`src/include/pwm_stage_pkg.sv`:
```
// Register map, field positions and reset values of the PWM output stage
// Function
// - Pin inverted when channel inversion bit set; bit 1 channel 1, bit 0 channel 0.
// - Disabled channels still pass the inverter, holding their inactive level.
// - Fault condition is the trip input or a debug event.
// - During fault, channels with trip-low bit set are forced low.
// - Fault forcing comes before inversion, so inverted forced channel reads high.
// - Pass-through channels keep generating only as debug counter behaviour allows.
// - Module interrupt from trip when enable bit 16, generator when bit 0.
// - Trip raw status latches on detection and holds until software clears.
// - Generator status bits mirror generator interrupt, cleared only at generator.
// - Writing 1 to status-clear bit 16 clears latched trip; 0 does nothing.
// - Summary bit 0 reads 1 while generator asserts interrupt and enable bit 0 is set; read-only.
// - Raw status shows sources regardless of their enable bits.
// - Trip level register bit 0 shows current trip input level.
// - Compare A bit 4: next zero, or first zero after global request.
// - Compare B bit 5 behaves like bit 4 for comparator B.
// - Period bit 3: next zero, or first zero after global request.
// - Debug bit 2 clear halts counter at zero in debug; set always runs.
// - Mode bit 1: count down and reload, or count up then down.
// - Enable bit 0 clear disables generator; set runs it.
// - Generator gives two independent outputs or a complementary pair.
// - Compare match enables: A up bit 2, A down 3, B up 4, B down 5.
// - Period match bit 1 and zero bit 0 enables; any combination allowed.
// - Global update request applies queued updates at next zero, then self-clears.
// - Disabled channel signal replaced by zero before inversion.
package pwm_stage_pkg;
  localparam int ADDR_W = 12;
  localparam int DATA_W = 32;
  localparam int CNT_W = 16;
  // --------------------------------------------------------------------------
  // Offsets
  // --------------------------------------------------------------------------
  localparam logic [ADDR_W-1:0] OFF_MASTER_CTL = 12'h000;
  localparam logic [ADDR_W-1:0] OFF_OUTPUT_ENABLE = 12'h008;
  localparam logic [ADDR_W-1:0] OFF_POLARITY = 12'h00c;
  localparam logic [ADDR_W-1:0] OFF_TRIP_OUT = 12'h010;
  localparam logic [ADDR_W-1:0] OFF_MOD_IRQ_EN = 12'h014;
  localparam logic [ADDR_W-1:0] OFF_MOD_RAW = 12'h018;
  localparam logic [ADDR_W-1:0] OFF_MOD_ISC = 12'h01c;
  localparam logic [ADDR_W-1:0] OFF_TRIP_LEVEL = 12'h020;
  localparam logic [ADDR_W-1:0] OFF_GEN_CTL = 12'h040;
  localparam logic [ADDR_W-1:0] OFF_GEN_IRQ_EN = 12'h044;
  localparam logic [ADDR_W-1:0] OFF_GEN_RAW = 12'h048;
  localparam logic [ADDR_W-1:0] OFF_GEN_ISC = 12'h04c;
  localparam logic [ADDR_W-1:0] OFF_PERIOD = 12'h050;
  localparam logic [ADDR_W-1:0] OFF_COUNT = 12'h054;
  localparam logic [ADDR_W-1:0] OFF_CMP_A = 12'h058;
  localparam logic [ADDR_W-1:0] OFF_CMP_B = 12'h05c;
  localparam logic [ADDR_W-1:0] OFF_PAIR_CTL = 12'h068;
  // --------------------------------------------------------------------------
  // Fields
  // --------------------------------------------------------------------------
  localparam int GLOBAL_UPDATE_REQUEST = 0;
  localparam int CH0 = 0;
  localparam int CH1 = 1;
  localparam int TRIP_IRQ_BIT = 16;
  localparam int GENERATOR_IRQ_BIT = 0;
  localparam int TRIP_LEVEL_BIT = 0;
  localparam int GEN_ENABLE = 0;
  localparam int GEN_UPDOWN = 1;
  localparam int GEN_DEBUG_RUN = 2;
  localparam int PERIOD_UPDATE_MODE = 3;
  localparam int COMPARE_A_UPDATE_MODE = 4;
  localparam int COMPARE_B_UPDATE_MODE = 5;
  localparam int GEN_CTL_W = 6;
  localparam int IRQ_COUNTER_AT_ZERO = 0;
  localparam int IRQ_COUNTER_AT_PERIOD = 1;
  localparam int IRQ_CMP_A_UP = 2;
  localparam int IRQ_CMP_A_DOWN = 3;
  localparam int IRQ_CMP_B_UP = 4;
  localparam int IRQ_CMP_B_DOWN = 5;
  localparam int GEN_IRQ_W = 6;
  localparam int PAIR_MODE = 0;
  // --------------------------------------------------------------------------
  // Reset values
  // --------------------------------------------------------------------------
  localparam logic [1:0] RST_CH2 = 2'h0;
  localparam logic [GEN_CTL_W-1:0] RST_GEN_CTL = 6'h00;
  localparam logic [GEN_IRQ_W-1:0] RST_GEN_IRQ = 6'h00;
  localparam logic [CNT_W-1:0] RST_CNT = 16'h0000;
  localparam logic [DATA_W-1:0] RST_RDATA = 32'h0000_0000;
endpackage : pwm_stage_pkg

```
`src/pwm_stage.sv`:
```
// PWM generator control, counter, interrupt summary and pin output stage
module pwm_stage #(
  parameter int CW = pwm_stage_pkg::CNT_W
) (
  input wire logic mclk,
  input wire logic arst_n,
  input wire logic [pwm_stage_pkg::ADDR_W-1:0] addr,
  input wire logic [pwm_stage_pkg::DATA_W-1:0] wdata,
  input wire logic wr,
  input wire logic rd,
  output logic [pwm_stage_pkg::DATA_W-1:0] rdata,
  input wire logic trip_in,
  input wire logic debug_in,
  output logic wave_out_0,
  output logic wave_out_1,
  output logic irq
);
  import pwm_stage_pkg::*;

  // --------------------------------------------------------------------------
  // Reset release
  // --------------------------------------------------------------------------
  logic rst_meta;
  logic rst_n;
  always_ff @(posedge mclk or negedge arst_n) begin
    if (!arst_n) begin
      rst_meta <= 1'b0;
      rst_n <= 1'b0;
    end else begin
      rst_meta <= 1'b1;
      rst_n <= rst_meta;
    end
  end

  // --------------------------------------------------------------------------
  // Trip input synchroniser
  // --------------------------------------------------------------------------
  logic trip_meta;
  logic trip_sync;
  always_ff @(posedge mclk or negedge rst_n) begin
    if (!rst_n) begin
      trip_meta <= 1'b0;
      trip_sync <= 1'b0;
    end else begin
      trip_meta <= trip_in;
      trip_sync <= trip_meta;
    end
  end

  // Debug comes from logic on this clock, so no synchroniser
  logic fault_cond;
  assign fault_cond = trip_sync | debug_in;

  // --------------------------------------------------------------------------
  // Control registers
  // --------------------------------------------------------------------------
  logic [1:0] output_enable;
  logic [1:0] output_polarity_ctl;
  logic [1:0] trip_output_ctl;
  logic irq_en_trip;
  logic irq_en_gen;
  logic [GEN_CTL_W-1:0] generator_control;
  logic [GEN_IRQ_W-1:0] generator_irq_enable;
  logic pair_mode;
  logic [CW-1:0] period_reg;
  logic [CW-1:0] cmp_a_reg;
  logic [CW-1:0] cmp_b_reg;
  always_ff @(posedge mclk or negedge rst_n) begin
    if (!rst_n) begin
      output_enable <= RST_CH2;
      output_polarity_ctl <= RST_CH2;
      trip_output_ctl <= RST_CH2;
      irq_en_trip <= 1'b0;
      irq_en_gen <= 1'b0;
      generator_control <= RST_GEN_CTL;
      generator_irq_enable <= RST_GEN_IRQ;
      pair_mode <= 1'b0;
      period_reg <= RST_CNT;
      cmp_a_reg <= RST_CNT;
      cmp_b_reg <= RST_CNT;
    end else if (wr) begin
      case (addr)
        OFF_OUTPUT_ENABLE: output_enable <= wdata[1:0];
        OFF_POLARITY: output_polarity_ctl <= wdata[1:0];
        OFF_TRIP_OUT: trip_output_ctl <= wdata[1:0];
        OFF_MOD_IRQ_EN: begin
          irq_en_trip <= wdata[TRIP_IRQ_BIT];
          irq_en_gen <= wdata[GENERATOR_IRQ_BIT];
        end
        OFF_GEN_CTL: generator_control <= wdata[GEN_CTL_W-1:0];
        OFF_GEN_IRQ_EN: generator_irq_enable <= wdata[GEN_IRQ_W-1:0];
        OFF_PAIR_CTL: pair_mode <= wdata[PAIR_MODE];
        OFF_PERIOD: period_reg <= wdata[CW-1:0];
        OFF_CMP_A: cmp_a_reg <= wdata[CW-1:0];
        OFF_CMP_B: cmp_b_reg <= wdata[CW-1:0];
        default: begin
        end
      endcase
    end
  end

  logic gen_en;
  logic updown;
  logic debug_run;
  assign gen_en = generator_control[GEN_ENABLE];
  assign updown = generator_control[GEN_UPDOWN];
  assign debug_run = generator_control[GEN_DEBUG_RUN];

  // --------------------------------------------------------------------------
  // Counter and update shadows
  // --------------------------------------------------------------------------
  logic [CW-1:0] cnt;
  logic dir_up;
  logic [CW-1:0] act_period;
  logic [CW-1:0] act_cmp_a;
  logic [CW-1:0] act_cmp_b;
  logic update_req;
  logic at_zero;
  logic halt;
  logic apply_period;
  logic [CW-1:0] next_period;
  // Halt only once zero is reached, so a debug stop never truncates a cycle
  assign at_zero = gen_en && (cnt == RST_CNT);
  assign halt = debug_in && !debug_run && at_zero;
  assign apply_period = at_zero && (!generator_control[PERIOD_UPDATE_MODE] || update_req);
  assign next_period = apply_period ? period_reg : act_period;

  always_ff @(posedge mclk or negedge rst_n) begin
    if (!rst_n) begin
      update_req <= 1'b0;
    end else if (wr && addr == OFF_MASTER_CTL && wdata[GLOBAL_UPDATE_REQUEST]) begin
      update_req <= 1'b1;
    end else if (at_zero) begin
      update_req <= 1'b0;
    end
  end

  always_ff @(posedge mclk or negedge rst_n) begin
    if (!rst_n) begin
      act_period <= RST_CNT;
      act_cmp_a <= RST_CNT;
      act_cmp_b <= RST_CNT;
    end else begin
      act_period <= next_period;
      if (at_zero && (!generator_control[COMPARE_A_UPDATE_MODE] || update_req)) begin
        act_cmp_a <= cmp_a_reg;
      end
      if (at_zero && (!generator_control[COMPARE_B_UPDATE_MODE] || update_req)) begin
        act_cmp_b <= cmp_b_reg;
      end
    end
  end

  always_ff @(posedge mclk or negedge rst_n) begin
    if (!rst_n) begin
      cnt <= RST_CNT;
      dir_up <= 1'b1;
    end else if (!gen_en) begin
      cnt <= RST_CNT;
      dir_up <= 1'b1;
    end else if (halt) begin
      cnt <= cnt;
    end else if (!updown) begin
      dir_up <= 1'b0;
      cnt <= at_zero ? next_period : cnt - 1'b1;
    end else if (at_zero) begin
      dir_up <= 1'b1;
      cnt <= (next_period == RST_CNT) ? RST_CNT : cnt + 1'b1;
    end else if (dir_up && cnt >= act_period) begin
      dir_up <= 1'b0;
      cnt <= cnt - 1'b1;
    end else begin
      cnt <= dir_up ? cnt + 1'b1 : cnt - 1'b1;
    end
  end

  // --------------------------------------------------------------------------
  // Generator events and status
  // --------------------------------------------------------------------------
  logic going_up;
  logic [GEN_IRQ_W-1:0] gen_ev;
  logic [GEN_IRQ_W-1:0] gen_raw;
  logic gen_irq;
  assign going_up = updown && dir_up;
  // Events fire once per step; a halted counter raises nothing more
  always_comb begin
    gen_ev = '0;
    if (gen_en && !halt) begin
      gen_ev[IRQ_COUNTER_AT_ZERO] = at_zero;
      gen_ev[IRQ_COUNTER_AT_PERIOD] = (cnt == act_period);
      gen_ev[IRQ_CMP_A_UP] = (cnt == act_cmp_a) && going_up;
      gen_ev[IRQ_CMP_A_DOWN] = (cnt == act_cmp_a) && !going_up;
      gen_ev[IRQ_CMP_B_UP] = (cnt == act_cmp_b) && going_up;
      gen_ev[IRQ_CMP_B_DOWN] = (cnt == act_cmp_b) && !going_up;
    end
  end

  // A new event beats a same-cycle write-one-to-clear
  always_ff @(posedge mclk or negedge rst_n) begin
    if (!rst_n) begin
      gen_raw <= RST_GEN_IRQ;
    end else if (wr && addr == OFF_GEN_ISC) begin
      gen_raw <= (gen_raw & ~wdata[GEN_IRQ_W-1:0]) | gen_ev;
    end else begin
      gen_raw <= gen_raw | gen_ev;
    end
  end

  assign gen_irq = |(gen_raw & generator_irq_enable);

  // --------------------------------------------------------------------------
  // Module interrupt summary
  // --------------------------------------------------------------------------
  logic trip_latched;
  always_ff @(posedge mclk or negedge rst_n) begin
    if (!rst_n) begin
      trip_latched <= 1'b0;
    end else if (trip_sync) begin
      trip_latched <= 1'b1;
    end else if (wr && addr == OFF_MOD_ISC && wdata[TRIP_IRQ_BIT]) begin
      trip_latched <= 1'b0;
    end
  end

  logic mod_isc_trip;
  logic mod_isc_gen;
  assign mod_isc_trip = trip_latched && irq_en_trip;
  assign mod_isc_gen = gen_irq && irq_en_gen;

  always_ff @(posedge mclk or negedge rst_n) begin
    if (!rst_n) begin
      irq <= 1'b0;
    end else begin
      irq <= mod_isc_trip || mod_isc_gen;
    end
  end

  // --------------------------------------------------------------------------
  // Output stage
  // --------------------------------------------------------------------------
  logic [1:0] wave_gen;
  logic [1:0] wave_gated;
  logic [1:0] wave_tripped;
  logic [1:0] wave_pin;
  // Complementary pair has no dead-band delay here; that stage lives elsewhere
  assign wave_gen[CH0] = gen_en && (cnt < act_cmp_a);
  assign wave_gen[CH1] = pair_mode ? (gen_en && !wave_gen[CH0]) : (gen_en && (cnt < act_cmp_b));
  assign wave_gated = wave_gen & output_enable;
  assign wave_tripped = fault_cond ? (wave_gated & ~trip_output_ctl) : wave_gated;
  assign wave_pin = wave_tripped ^ output_polarity_ctl;

  always_ff @(posedge mclk or negedge rst_n) begin
    if (!rst_n) begin
      wave_out_0 <= 1'b0;
      wave_out_1 <= 1'b0;
    end else begin
      wave_out_0 <= wave_pin[CH0];
      wave_out_1 <= wave_pin[CH1];
    end
  end

  // --------------------------------------------------------------------------
  // Register read
  // --------------------------------------------------------------------------
  logic [DATA_W-1:0] next_rdata;
  always_comb begin
    next_rdata = RST_RDATA;
    case (addr)
      OFF_MASTER_CTL: next_rdata[GLOBAL_UPDATE_REQUEST] = update_req;
      OFF_OUTPUT_ENABLE: next_rdata[1:0] = output_enable;
      OFF_POLARITY: next_rdata[1:0] = output_polarity_ctl;
      OFF_TRIP_OUT: next_rdata[1:0] = trip_output_ctl;
      OFF_MOD_IRQ_EN: begin
        next_rdata[TRIP_IRQ_BIT] = irq_en_trip;
        next_rdata[GENERATOR_IRQ_BIT] = irq_en_gen;
      end
      OFF_MOD_RAW: begin
        next_rdata[TRIP_IRQ_BIT] = trip_latched;
        next_rdata[GENERATOR_IRQ_BIT] = gen_irq;
      end
      OFF_MOD_ISC: begin
        next_rdata[TRIP_IRQ_BIT] = mod_isc_trip;
        next_rdata[GENERATOR_IRQ_BIT] = mod_isc_gen;
      end
      OFF_TRIP_LEVEL: next_rdata[TRIP_LEVEL_BIT] = trip_sync;
      OFF_GEN_CTL: next_rdata[GEN_CTL_W-1:0] = generator_control;
      OFF_GEN_IRQ_EN: next_rdata[GEN_IRQ_W-1:0] = generator_irq_enable;
      OFF_GEN_RAW: next_rdata[GEN_IRQ_W-1:0] = gen_raw;
      OFF_GEN_ISC: next_rdata[GEN_IRQ_W-1:0] = gen_raw & generator_irq_enable;
      OFF_PERIOD: next_rdata[CW-1:0] = period_reg;
      OFF_COUNT: next_rdata[CW-1:0] = cnt;
      OFF_CMP_A: next_rdata[CW-1:0] = cmp_a_reg;
      OFF_CMP_B: next_rdata[CW-1:0] = cmp_b_reg;
      OFF_PAIR_CTL: next_rdata[PAIR_MODE] = pair_mode;
      default: next_rdata = RST_RDATA;
    endcase
  end

  // Data stand for one cycle only, zero otherwise
  always_ff @(posedge mclk or negedge rst_n) begin
    if (!rst_n) begin
      rdata <= RST_RDATA;
    end else begin
      rdata <= rd ? next_rdata : RST_RDATA;
    end
  end

  // --------------------------------------------------------------------------
  // Checks
  // --------------------------------------------------------------------------
  invert_pin_a: assert property (@(posedge mclk) disable iff (!rst_n)
    output_polarity_ctl[CH0] && !wave_tripped[CH0] |=> wave_out_0)
    else $error("inverted idle channel 0 not high");
  disabled_ch_a: assert property (@(posedge mclk) disable iff (!rst_n)
    !output_enable[CH1] |=> wave_out_1 == $past(output_polarity_ctl[CH1]))
    else $error("disabled channel 1 not at inactive level");
  trip_force_a: assert property (@(posedge mclk) disable iff (!rst_n)
    fault_cond && trip_output_ctl[CH0] |=> wave_out_0 == $past(output_polarity_ctl[CH0]))
    else $error("trip did not force channel 0 low before inversion");
  trip_hold_a: assert property (@(posedge mclk) disable iff (!rst_n)
    trip_latched && !(wr && addr == OFF_MOD_ISC && wdata[TRIP_IRQ_BIT]) |=> trip_latched)
    else $error("trip status dropped without clear");
  trip_clear_a: assert property (@(posedge mclk) disable iff (!rst_n)
    wr && addr == OFF_MOD_ISC && wdata[TRIP_IRQ_BIT] && !trip_sync |=> !trip_latched)
    else $error("trip status not cleared by write of one");
  irq_summary_a: assert property (@(posedge mclk) disable iff (!rst_n)
    irq_en_trip && trip_latched |=> irq)
    else $error("enabled trip did not raise interrupt");
  update_req_a: assert property (@(posedge mclk) disable iff (!rst_n)
    update_req && at_zero && !wr |=> !update_req)
    else $error("global update request not self-cleared at zero");
  gen_off_a: assert property (@(posedge mclk) disable iff (!rst_n)
    !gen_en |=> cnt == RST_CNT)
    else $error("disabled generator counter not at zero");
  debug_halt_a: assert property (@(posedge mclk) disable iff (!rst_n)
    halt ##1 debug_in && !debug_run && gen_en |-> $stable(cnt))
    else $error("counter moved while halted in debug");
  down_reload_a: assert property (@(posedge mclk) disable iff (!rst_n)
    gen_en && !updown && at_zero && !halt |=> cnt == $past(next_period))
    else $error("count-down did not reload period at zero");
  trip_level_a: assert property (@(posedge mclk) disable iff (!rst_n)
    rd && addr == OFF_TRIP_LEVEL |=> rdata[TRIP_LEVEL_BIT] == $past(trip_sync))
    else $error("trip level read mismatch");
  raw_gen_a: assert property (@(posedge mclk) disable iff (!rst_n)
    rd && addr == OFF_MOD_RAW |=> rdata[GENERATOR_IRQ_BIT] == $past(gen_irq))
    else $error("raw generator bit does not mirror generator interrupt");
  raw_trip_a: assert property (@(posedge mclk) disable iff (!rst_n)
    rd && addr == OFF_MOD_RAW |=> rdata[TRIP_IRQ_BIT] == $past(trip_latched))
    else $error("raw trip bit masked or lost");
  summary_gen_a: assert property (@(posedge mclk) disable iff (!rst_n)
    rd && addr == OFF_MOD_ISC |=> rdata[GENERATOR_IRQ_BIT] == $past(mod_isc_gen))
    else $error("summary generator bit mismatch");
  trip_latch_a: assert property (@(posedge mclk) disable iff (!rst_n)
    trip_sync |=> trip_latched)
    else $error("trip level not latched");
  debug_fault_a: assert property (@(posedge mclk) disable iff (!rst_n)
    debug_in && trip_output_ctl[CH1] |=> wave_out_1 == $past(output_polarity_ctl[CH1]))
    else $error("debug event did not force channel 1");
  period_wait_a: assert property (@(posedge mclk) disable iff (!rst_n)
    generator_control[PERIOD_UPDATE_MODE] && !update_req |=> $stable(act_period))
    else $error("period applied without update request");
  cmp_a_wait_a: assert property (@(posedge mclk) disable iff (!rst_n)
    generator_control[COMPARE_A_UPDATE_MODE] && !update_req |=> $stable(act_cmp_a))
    else $error("compare A applied without update request");
  cmp_b_wait_a: assert property (@(posedge mclk) disable iff (!rst_n)
    generator_control[COMPARE_B_UPDATE_MODE] && !update_req |=> $stable(act_cmp_b))
    else $error("compare B applied without update request");
  irq_quiet_a: assert property (@(posedge mclk) disable iff (!rst_n)
    !mod_isc_trip && !mod_isc_gen |=> !irq)
    else $error("interrupt raised with no enabled source");
  gen_enable_a: assert property (@(posedge mclk) disable iff (!rst_n)
    (gen_ev & generator_irq_enable) != '0 && !wr |=> gen_irq)
    else $error("enabled generator event did not raise interrupt");
endmodule : pwm_stage

```
`config.mk`:
```
export PLATFORM = sky130hd
export DESIGN_NAME = pwm_stage
export DESIGN_NICKNAME = d
export VERILOG_FILES = /design/src/include/pwm_stage_pkg.sv /design/src/pwm_stage.sv
export SDC_FILE = /design/constraint.sdc
export NUM_CORES = 1
export LEC_CHECK = 0
export BUFFER_PORTS_ARGS = -buffer_cell sky130_fd_sc_hd__buf_4
export CAP_MARGIN = 5
export CORE_MARGIN = 2
export CORE_UTILIZATION = 45
export CTS_BUF_LIST = sky130_fd_sc_hd__clkbuf_4
export DETAILED_ROUTE_END_ITERATION = 6
export PLACE_DENSITY_LB_ADDON = 0.08
export SYNTH_ARGS = -nofsm -noshare
export SYNTH_HDL_FRONTEND = slang
export SYNTH_SLANG_ARGS = --single-unit
```
`constraint.sdc`:
```
create_clock -name mclk -period 8.4 [get_ports mclk]
set_input_delay 0.42 -clock mclk [delete_from_list [all_inputs] [get_ports mclk]]
set_output_delay 0.42 -clock mclk [all_outputs]
set_load 0.05 [all_outputs]
```
Word level (Yosys, flattened, before mapping)
Index checks and enable logic that the tools add are counted.

$add $sub $neg: 2. $lt $le $gt $ge: 3. Equality and inequality tests: 21. Multiplexer cells: 28. Bitwise logic cells: 10. Reductions and logical operators: 51.

Operator list (count): $mux 16 (9); $eq 12x7->1 const B (9); $eq 12x5->1 const B (4); $eq 16x16->1 (3); $pmux 10 s4 (1); $logic_not 16->1 (2); $lt 16x16->1 (2); $pmux 4 s8 (1); $eq 12x4->1 const B (2); $logic_and 1x1->1 (23); $reduce_and 2->1 (11); $mux 17 (1); $pmux 1 s17 (1); $add 16x1->16 const B (1); $ge 16x16->1 (1); $sub 16x1->16 const B (1); $and 6x6->6 (2); $eq 12x6->1 const B (1); $logic_not 12->1 (1); $mux 6 (2); $or 6x6->6 (2); $pmux 1 s11 (1); $mux 1 (10); $logic_not 1->1 (7); 12 further kinds (17).

Register bits after elaboration: 166. Word-level logic and storage cells: 142.

Longest topological paths before layout
Gate-level depths: netlist (run 1).

Depth after elaboration: 10. Gate-level depth with buffers: 11. Mapped depth without buffers: 10.

Worst setup path before layout (run 1)
Ideal clock, no wire load.

Path kind: flip-flop to flip-flop. Start point: reg cnt[1]. End point: reg cnt[12]. Setup time: 65 ps. Data arrival time: 2472 ps. Setup slack: 5863 ps. Cell stages (with the launch flop): 10. Buffers on the path: 0. Cell sequence: dfrtp_1 ha_1 nor2b_1 o211ai_1 a2111oi_0 nor3b_1 nand3_1 a31oi_1 mux2_2 nand2_1.

Cells in the longest elaborated chain, start to end: 10. Elaborated cells between the ends (all ways): 19.

Ends and longest elaborated chain: from (decl) (line pwm_stage.sv:112) `logic [CW-1:0] cnt;`; from (signal assigned) (line pwm_stage.sv:162) `cnt <= cnt;`; from (signal assigned) (line pwm_stage.sv:165) `cnt <= at_zero ? next_period : cnt - 1'b1;`; from (signal assigned) (line pwm_stage.sv:168) `cnt <= (next_period == RST_CNT) ? RST_CNT : cnt + 1'b1;`; parallel branches: the longest is 10 deep, another holds $sub 16x1->16.

Several ways; the timed one is not identified. The select of a mux whose other input is x is not followed. A chain may end at the register's enable or synchronous reset.

Worst setup path after layout (run 1)
Start point: reg cnt[0]. End point: reg cnt[2].

The elaborated chain is that of the path after synthesis.

==> summary.md, run 1 <==
| Metric | Value |
|---|---|
| H-tree depth | `4` |
| Warnings, synthesis | `0` |
| Slew Limit Fails | `0` |
| Worst EP arrival | `4.05 ns` |
| Final Setup Violations | `0` |
| Outcome | `complete, no violations` |
| Mapped Area | `~9500 sq um` |
| Synthesis-to-finish area growth | `8.167%` |
| Core area | `approximately 21000 sq um` |
| Synth top cells by count | `dfrtp_1, mux2_2, nand2_1` |
| CTS tree | `done` |
| Post-synthesis cell count | `897` |
| Critical path type | `register to register` |
| Global Route Usage Sum | `between 20% and 30%` |
| Critical Path Fanout Max | `27` |
| DP Worst Slack | `between 4 and 5 ns` |
| Setup Fix Bufs, Post-CTS | `0` |
| Synth top area cells | `dfrtp_1, mux2_2, ha_1, nand2_1, inv_1` |
| Grt total ovfl | `0` |
| Yosys reg bits | `approximately 170` |
| Detail Placement HPWL | `approximately 18000 um` |
| EDFF count, synth | `0` |
| Crit share post-route | `a little over two fifths` |
| GP Congestion | `0.8782` |
| Via density | `roughly 5.7` |
| CP Data Required Time | `8.91 ns` |
| Max Freq | `about 280 MHz` |
| Root Driver | `clkbuf_4` |
| Initial DRC Count | `slightly above 500` |
| Die Span Y | `roughly 150 um` |
| Clk slew on worst S/H paths | `0.14 ns` |
| Slew @ Worst Pin | `between 1 and 1.5 ns` |
| Clock latency at the later pin of the worst-skew pair | `0.58 ns` |
| Initial antenna violation count | `1` |
| Top FF cell, synth | `dfrtp_1` |
| Top reg by flops | `rdata` |
| First-pass GRT wire length | `40370 um` |
| Drc violations | `0` |
| DIE AREA | `22220 sq um` |
| Unrepaired setup endpoints after global routing | `false` |
| Routed len/inst | `20.95 um` |
| Total wire length | `~26000 um` |
| Area leader, netlist | `dfrtp_1` |
| Synth top area share | `a little over two fifths` |
| Tmin final | `between 3 and 4 ns` |
| Yosys cell types | `between 70 and 80` |
| Clk_skew | `around 0.022 ns` |
| Slew HR | `16.74%` |
| # IOs | `85` |
| Final Hold Viols | `0` |
| Initial Util | `between 40% and 50%` |
| Largest net degree at the start of global routing | `76` |
| # port buffers | `54` |
| Max FFs per register | `17` |
| Row cnt | `53` |
| VDD IR max | `between 0.07 and 0.08 mV` |
| Die X | `149.1 um` |
| Vias | `about 7000` |
| DRT Pass-1 Iters | `6` |
| Routed Antenna Nets | `0` |
| Count of nets after finishing | `approximately 1000` |
| Worst Hold Class | `input port to register` |
| Sink Count | `166` |
| Clock Tree Buf Depth | `2` |
| Final setup TNS | `0 ns` |
| Most common cell in the netlist | `dfrtp_1` |
| Vias in the first global route | `roughly 6800` |
| LEAKAGE | `just under 5 nW` |
| Asr flop ratio synth | `100.0%` |
| Avg Synthesized Cell Area | `~11 sq um` |
| TritonCTS Buffers | `17` |
| Cell Pwr Density | `roughly 130 nW/um^2` |
| Setup crit start kind | `register` |
| Final WS setup | `just under 5 ns` |
| CP endpoint kind | `register` |
| Fillcell total | `approximately 2000` |
| Area of the multi-input gates | `~4700 sq um` |
| Register Area | `about 4200 sq um` |
| Layout cell share with drive strength beyond 1 | `roughly a quarter` |
| MaxCap Viol Count | `0` |
| Post-synthesis sequential area ratio | `between 40% and 50%` |
per-layer routing:
layer	wire length, um	GRT usage (%)	share of wire [%]
met5	0	0	0
met4	332	4.810	1.3
met3	1448	4.679	5.6
met2	11340	35.67	44
met1	12670	37.00	49
cell families (layout without fill, tap and decap cells):
group,Yosys count,after routing,synth area share (%)
AOI/OAI and AO/OA,170,170,12.58
xor gates and xnor gates,21,21,1.943
adders and majority gates,51,51,6.740
buffers and inverters,114,158,6.594
DFF,166,166,43.89
muxes,114,114,13.48
other,2,17,0.07932
and+or+nand+nor,259,259,14.70
cells in the final DEF (no fill, tap or decap), types with 3 or more instances in the layout:
| cell | synthesis | final |
|---|---|---|
| a21o_1 | 13 | 13 |
| inv_1 | 60 | 60 |
| or3_1 | 4 | 4 |
| o21ai_2 | 4 | 4 |
| xor2_1 | 7 | 7 |
| o211ai_1 | 4 | 4 |
| xnor2_1 | 14 | 14 |
| nor3_1 | 15 | 14 |
| nand2_1 | 77 | 77 |
| nor4_1 | 11 | 11 |
| o22ai_1 | 7 | 7 |
| nor2b_1 | 11 | 11 |
| o221ai_1 | 3 | 3 |
| and3_1 | 8 | 8 |
| a221oi_1 | 3 | 3 |
| nor3b_1 | 4 | 4 |
| o21ai_1 | 5 | 5 |
| nand2b_1 | 6 | 6 |
| conb_1 | 2 | 16 |
| mux2_2 | 104 | 104 |
| o31ai_1 | 3 | 3 |
| o21ai_0 | 34 | 34 |
| a22oi_1 | 11 | 11 |
| a31oi_1 | 6 | 6 |
| clkbuf_4 | 0 | 18 |
| dfrtp_1 | 165 | 164 |
| mux2i_1 | 9 | 9 |
| nor3_4 | 3 | 3 |
| nor2_1 | 50 | 50 |
| a21oi_1 | 37 | 37 |
| a222oi_1 | 15 | 15 |
| o21a_1 | 3 | 3 |
| ha_1 | 51 | 51 |
| inv_6 | 0 | 4 |
| nand4_1 | 21 | 21 |
| buf_4 | 18 | 65 |
| nand3_1 | 24 | 24 |
| a211oi_1 | 3 | 3 |
worst paths after layout:
kind | from | to | slack [ns] | depth (start not counted)
worst max-delay path | cnt[0] | cnt[2] | 4.86 | 10
worst min-delay path | wdata[16] | irq_en_trip | 0.09 | 2
worst max register to register | cnt[0] | cnt[2] | 4.86 | 10
worst min register to register | rst_n | output_polarity_ctl[1] | 0.26 | 0
max in group asynchronous | rst_n | cmp_b_reg[5] | 5.99 | 2
min in group asynchronous | arst_n | rst_n | 0.12 | 2
critical path, cell delays in order, from the launching register on:
cell      delay, ns
dfrtp_1        0.52
inv_1          0.38
ha_1           0.24
and4bb_1       0.24
nand4_4        0.41
a21oi_4        0.81
mux2i_1        0.30
nor3_1         0.23
a21oi_1        0.05
nand2b_1       0.14
a21oi_1        0.16
per-stage QoR:
stage	hold slack, ns	utilization (%)	area [sq um]	power [mW]	std cells
6_report	0.08668	49.18	10240	1.374	1231
5_1_grt	0.03430	49.18	10240	1.432	1231
4_1_cts	0.04559	49.17	10240	1.389	1230
3_5_place_dp	0.2047	47.84	9962	0.9290	1197
3_3_place_gp	0.2030	47.84	9962	0.9290	1197
2_1_floorplan	0.1244	-	9520	0.8969	911
area by class of cell:
type / count / area share, %
antenna: 1 / 0.02443
sequential: 166 / 40.61
timing repair buffer: 67 / 4.960
inverter: 60 / 2.199
multi-input combinational: 631 / 46.34
clock inverter: 13 / 1.185
clock buffer: 18 / 1.319
tap: 275 / 3.360
timing repair:
item                                   4_1_cts  5_1_grt
hold buffers                                 2        0
resized for setup                            0        0
endpoints found under the hold margin        3        0
power by group:
| part | switching, mW | internal (mW) | total (mW) |
|---|---|---|---|
| Sequential | 0.0112 | 0.809 | 0.820 |
| Clock | 0.308 | 0.153 | 0.461 |
| Combinational | 0.0649 | 0.0288 | 0.0937 |
| Total | 0.384 | 0.990 | 1.37 |
No activity file was read; power rests on OpenSTA's default activity.
==> run 2, diff against run 1 <==
Clock period 8.4 ns to 3.2 ns, I/O delays scaled along.
==> run 2 against run 1 <==
Compared with the run above:
- the flow now finishes with violations (DRC)
- die area is the same
- global-route usage grew 0.68 points
- sequential share of layout area shrank 2.0 points
- clock power grew to 2.7 times the previous value
- total power grew to 2.7 times the previous value
- register-to-register slack lost 4.6 ns
- wire length grew 2.8%
- first-iteration DRC count grew 1.6%
- count of clock-buffer cells in the layout shrank 1
- non-clock buffer count grew 54
- critical endpoint is now cnt[10]
==> summary.md, run 2 (synthesis gave the netlist of run 1 again) <==
| Metric | Value |
|---|---|
| DIE AREA | `22220 sq um (unchanged)` |
| Unrepaired setup endpoints after global routing | `false` |
| Slowest cell on crit path | `a2111oi_0` |
| Worst Hold Class | `input port to register` |
| Vias in the first global route | `7075 (+3.7%)` |
| GP Congestion | `0.8672 (-1.3%)` |
| Setup crit start kind | `register` |
| TritonCTS Buffers | `17 (unchanged)` |
| Top reg by flops | `rdata` |
| Final WS setup | `0.2880 ns (-4.567 ns)` |
| MaxCap Viol Count | `0 (unchanged)` |
| Final setup TNS | `0 ns (unchanged)` |
| Worst EP arrival | `3.42 ns (-0.63 ns)` |
| DRT Pass-1 Iters | `7 (+1)` |
| Final Setup Violations | `0 (unchanged)` |
| Worst r2r src | `cnt[1]` |
| VDD IR max | `0.1719 mV (+140%)` |
| Global Route Usage Sum | `24.84% (+0.68 points)` |
| First-pass GRT wire length | `41310 um (+2.3%)` |
| Hold Worst Slack | `0.1624 ns (+0.07577 ns)` |
| Min-delay src | `addr[3]` |
| Cell Pwr Density | `341.3 nW/um^2 (+150%)` |
| Initial DRC Count | `515 (+1.6%)` |
| Layout cell share with drive strength beyond 1 | `25.74% (+1.7 points)` |
| Row cnt | `53 (unchanged)` |
| Total wire length | `26510 um (+2.8%)` |
| Largest net degree at the start of global routing | `60 (-21%)` |
| Tmin final | `2.912 ns (-0.6328 ns)` |
| Util after Layout | `51.66% (+2.5 points)` |
| Max FFs per register | `17 (unchanged)` |
| Clock latency at the later pin of the worst-skew pair | `0.59 ns (about the same)` |
| H-tree depth | `4 (unchanged)` |
| LEAKAGE | `5.118 nW (+5.6%)` |
| Grt total ovfl | `0 (unchanged)` |
| Setup crit start | `cnt[1]` |
| Initial antenna violation count | `2 (+1)` |
| Root Driver | `clkbuf_4` |
| Die Span Y | `149.1 um (unchanged)` |
| Critical Path Fanout Max | `4 (-85%)` |
| Slew @ Worst Pin | `1.085 ns (-0.1633 ns)` |
| Count of nets after finishing | `1098 (+5.2%)` |
| Vias | `7342 (+4.8%)` |
| Sink Count | `166 (unchanged)` |
| Drc violations | `3 (+3)` |
| Outcome | `finished with violations` |
| Commonest non-fill, non-tap cell in the layout | `dfrtp_1` |
| # IOs | `85 (unchanged)` |
| Core area | `20820 sq um (unchanged)` |
| # port buffers | `54 (unchanged)` |
| Via density | `5.709 (+0.29%)` |
| Die X | `149.1 um (unchanged)` |
| Initial Util | `45.47% (unchanged)` |
| CP most frequent cell | `nor3b_1` |
| CTS tree | `done` |
| Max Freq | `343.4 MHz (+22%)` |
| Slew HR | `27.63% (+11 points)` |
| Resized cells post-CTS | `0 (unchanged)` |
| Clock Tree Buf Depth | `2 (unchanged)` |
| CP max stage delay | `0.55 ns (-0.26 ns)` |
| Routed len/inst | `20.61 um (-1.6%)` |
| Routed Antenna Nets | `0 (unchanged)` |
| Crit share post-route | `91.00% (+49 points)` |
| Clk_skew | `0.03080 ns (+0.008549 ns)` |
| CP Data Required Time | `3.71 ns (-5.20 ns)` |
| Setup Fix Bufs, Post-CTS | `0 (unchanged)` |
| CP Cell Sequence | `ha_1 -> nor2b_1 -> o211ai_1 -> a2111oi_0 -> nor3b_1 -> a31oi_4 -> mux2_4 -> nor3b_1 -> a211oi_2` |
| DP Worst Slack | `0.3827 ns (-4.495 ns)` |
| Detail Placement HPWL | `19450 um (+5.7%)` |
| Most frequent cells in the layout | `dfrtp_1, mux2_2, buf_4, nand2_1, inv_1` |
| Final Hold Viols | `0 (unchanged)` |
| Worst R2R Setup Slack | `0.29 ns (-4.57 ns)` |
| Slew Limit Fails | `0 (unchanged)` |
| Synthesis-to-finish area growth | `13.62%` |
| Critical path type | `register to register` |
| CP endpoint kind | `register` |
| Clk slew on worst S/H paths | `0.16 ns (+0.02 ns)` |
| Failing checks | `DRC` |
-- run 2: cell count changes in the layout (fill, tap and decap cells not counted), moves of 2 or more --
cell,previous run,this run
clkinv_8,0,3
clkinv_1,2,0
inv_8,1,5
inv_6,4,2
dlygate4sd3_1,2,29
buf_4,65,91
-- run 2: critical path: cells and delay by family, from the launching register on --
| family | cells | cell delay, ns |
|---|---|---|
| AOI/OAI and AO/OA | 4 | 1.17 |
| DFF | 1 | 0.52 |
| and+or+nand+nor | 3 | 0.49 |
| adders and majority gates | 1 | 0.34 |
| muxes | 1 | 0.33 |
-- run 2: worst paths after layout --
check	endpoint	cells after the start
worst max register to register	cnt[10]	9
min in group asynchronous	cmp_b_reg[1]	0
max in group asynchronous	cnt[7]	1
worst min register to register	cmp_b_reg[1]	0
worst min-delay path	trip_latched	4
worst max-delay path	cnt[10]	9
-- run 2: cell type report --
class / count / area [sq um]
Timing Repair Buffer: 121 / 993.5
Tap cell: 275 / 344.1
Fill cell: 2002 / 10060
Antenna cell: 1 / 2.502
Clock buffer: 17 / 127.6
Sequential cell: 166 / 4159
Clock inverter: 15 / 160.2
Multi-Input combinational cell: 631 / 4746
Inverter: 60 / 225.2
-- run 2: per-layer routing --
| metal | vias up | track usage (%) | share of wire (%) |
|---|---|---|---|
| met5 | - | 0 | 0.038 |
| met4 | 2 | 8.381 | 2.2 |
| met3 | 40 | 4.985 | 7.5 |
| met2 | 258 | 37.49 | 45 |
| met1 | 3631 | 35.80 | 45 |
| li1 | 3411 | - | - |
-- run 2: per-stage QoR --
stage               cell area (sq um)  power [mW]  std cells
floorplan                        9522       2.354        911
global placement                10180       2.444       1224
detailed placement              10180       2.444       1224
CTS                             10760       3.719       1285
global route                    10760       3.835       1286
finish                          10760       3.671       1286
-- run 2: what timing repair did --
| item | CTS | global route |
|---|---|---|
| hold endpoints to repair | 88 | 0 |
| endpoints found under the setup margin | 0 | 0 |
| hold buffers | 29 | 0 |
-- run 2: where the power goes --
| part | switching [mW] | internal (mW) |
|---|---|---|
| clock network | 0.885 | 0.357 |
| logic | 0.182 | 0.101 |
| registers | 0.0236 | 2.12 |
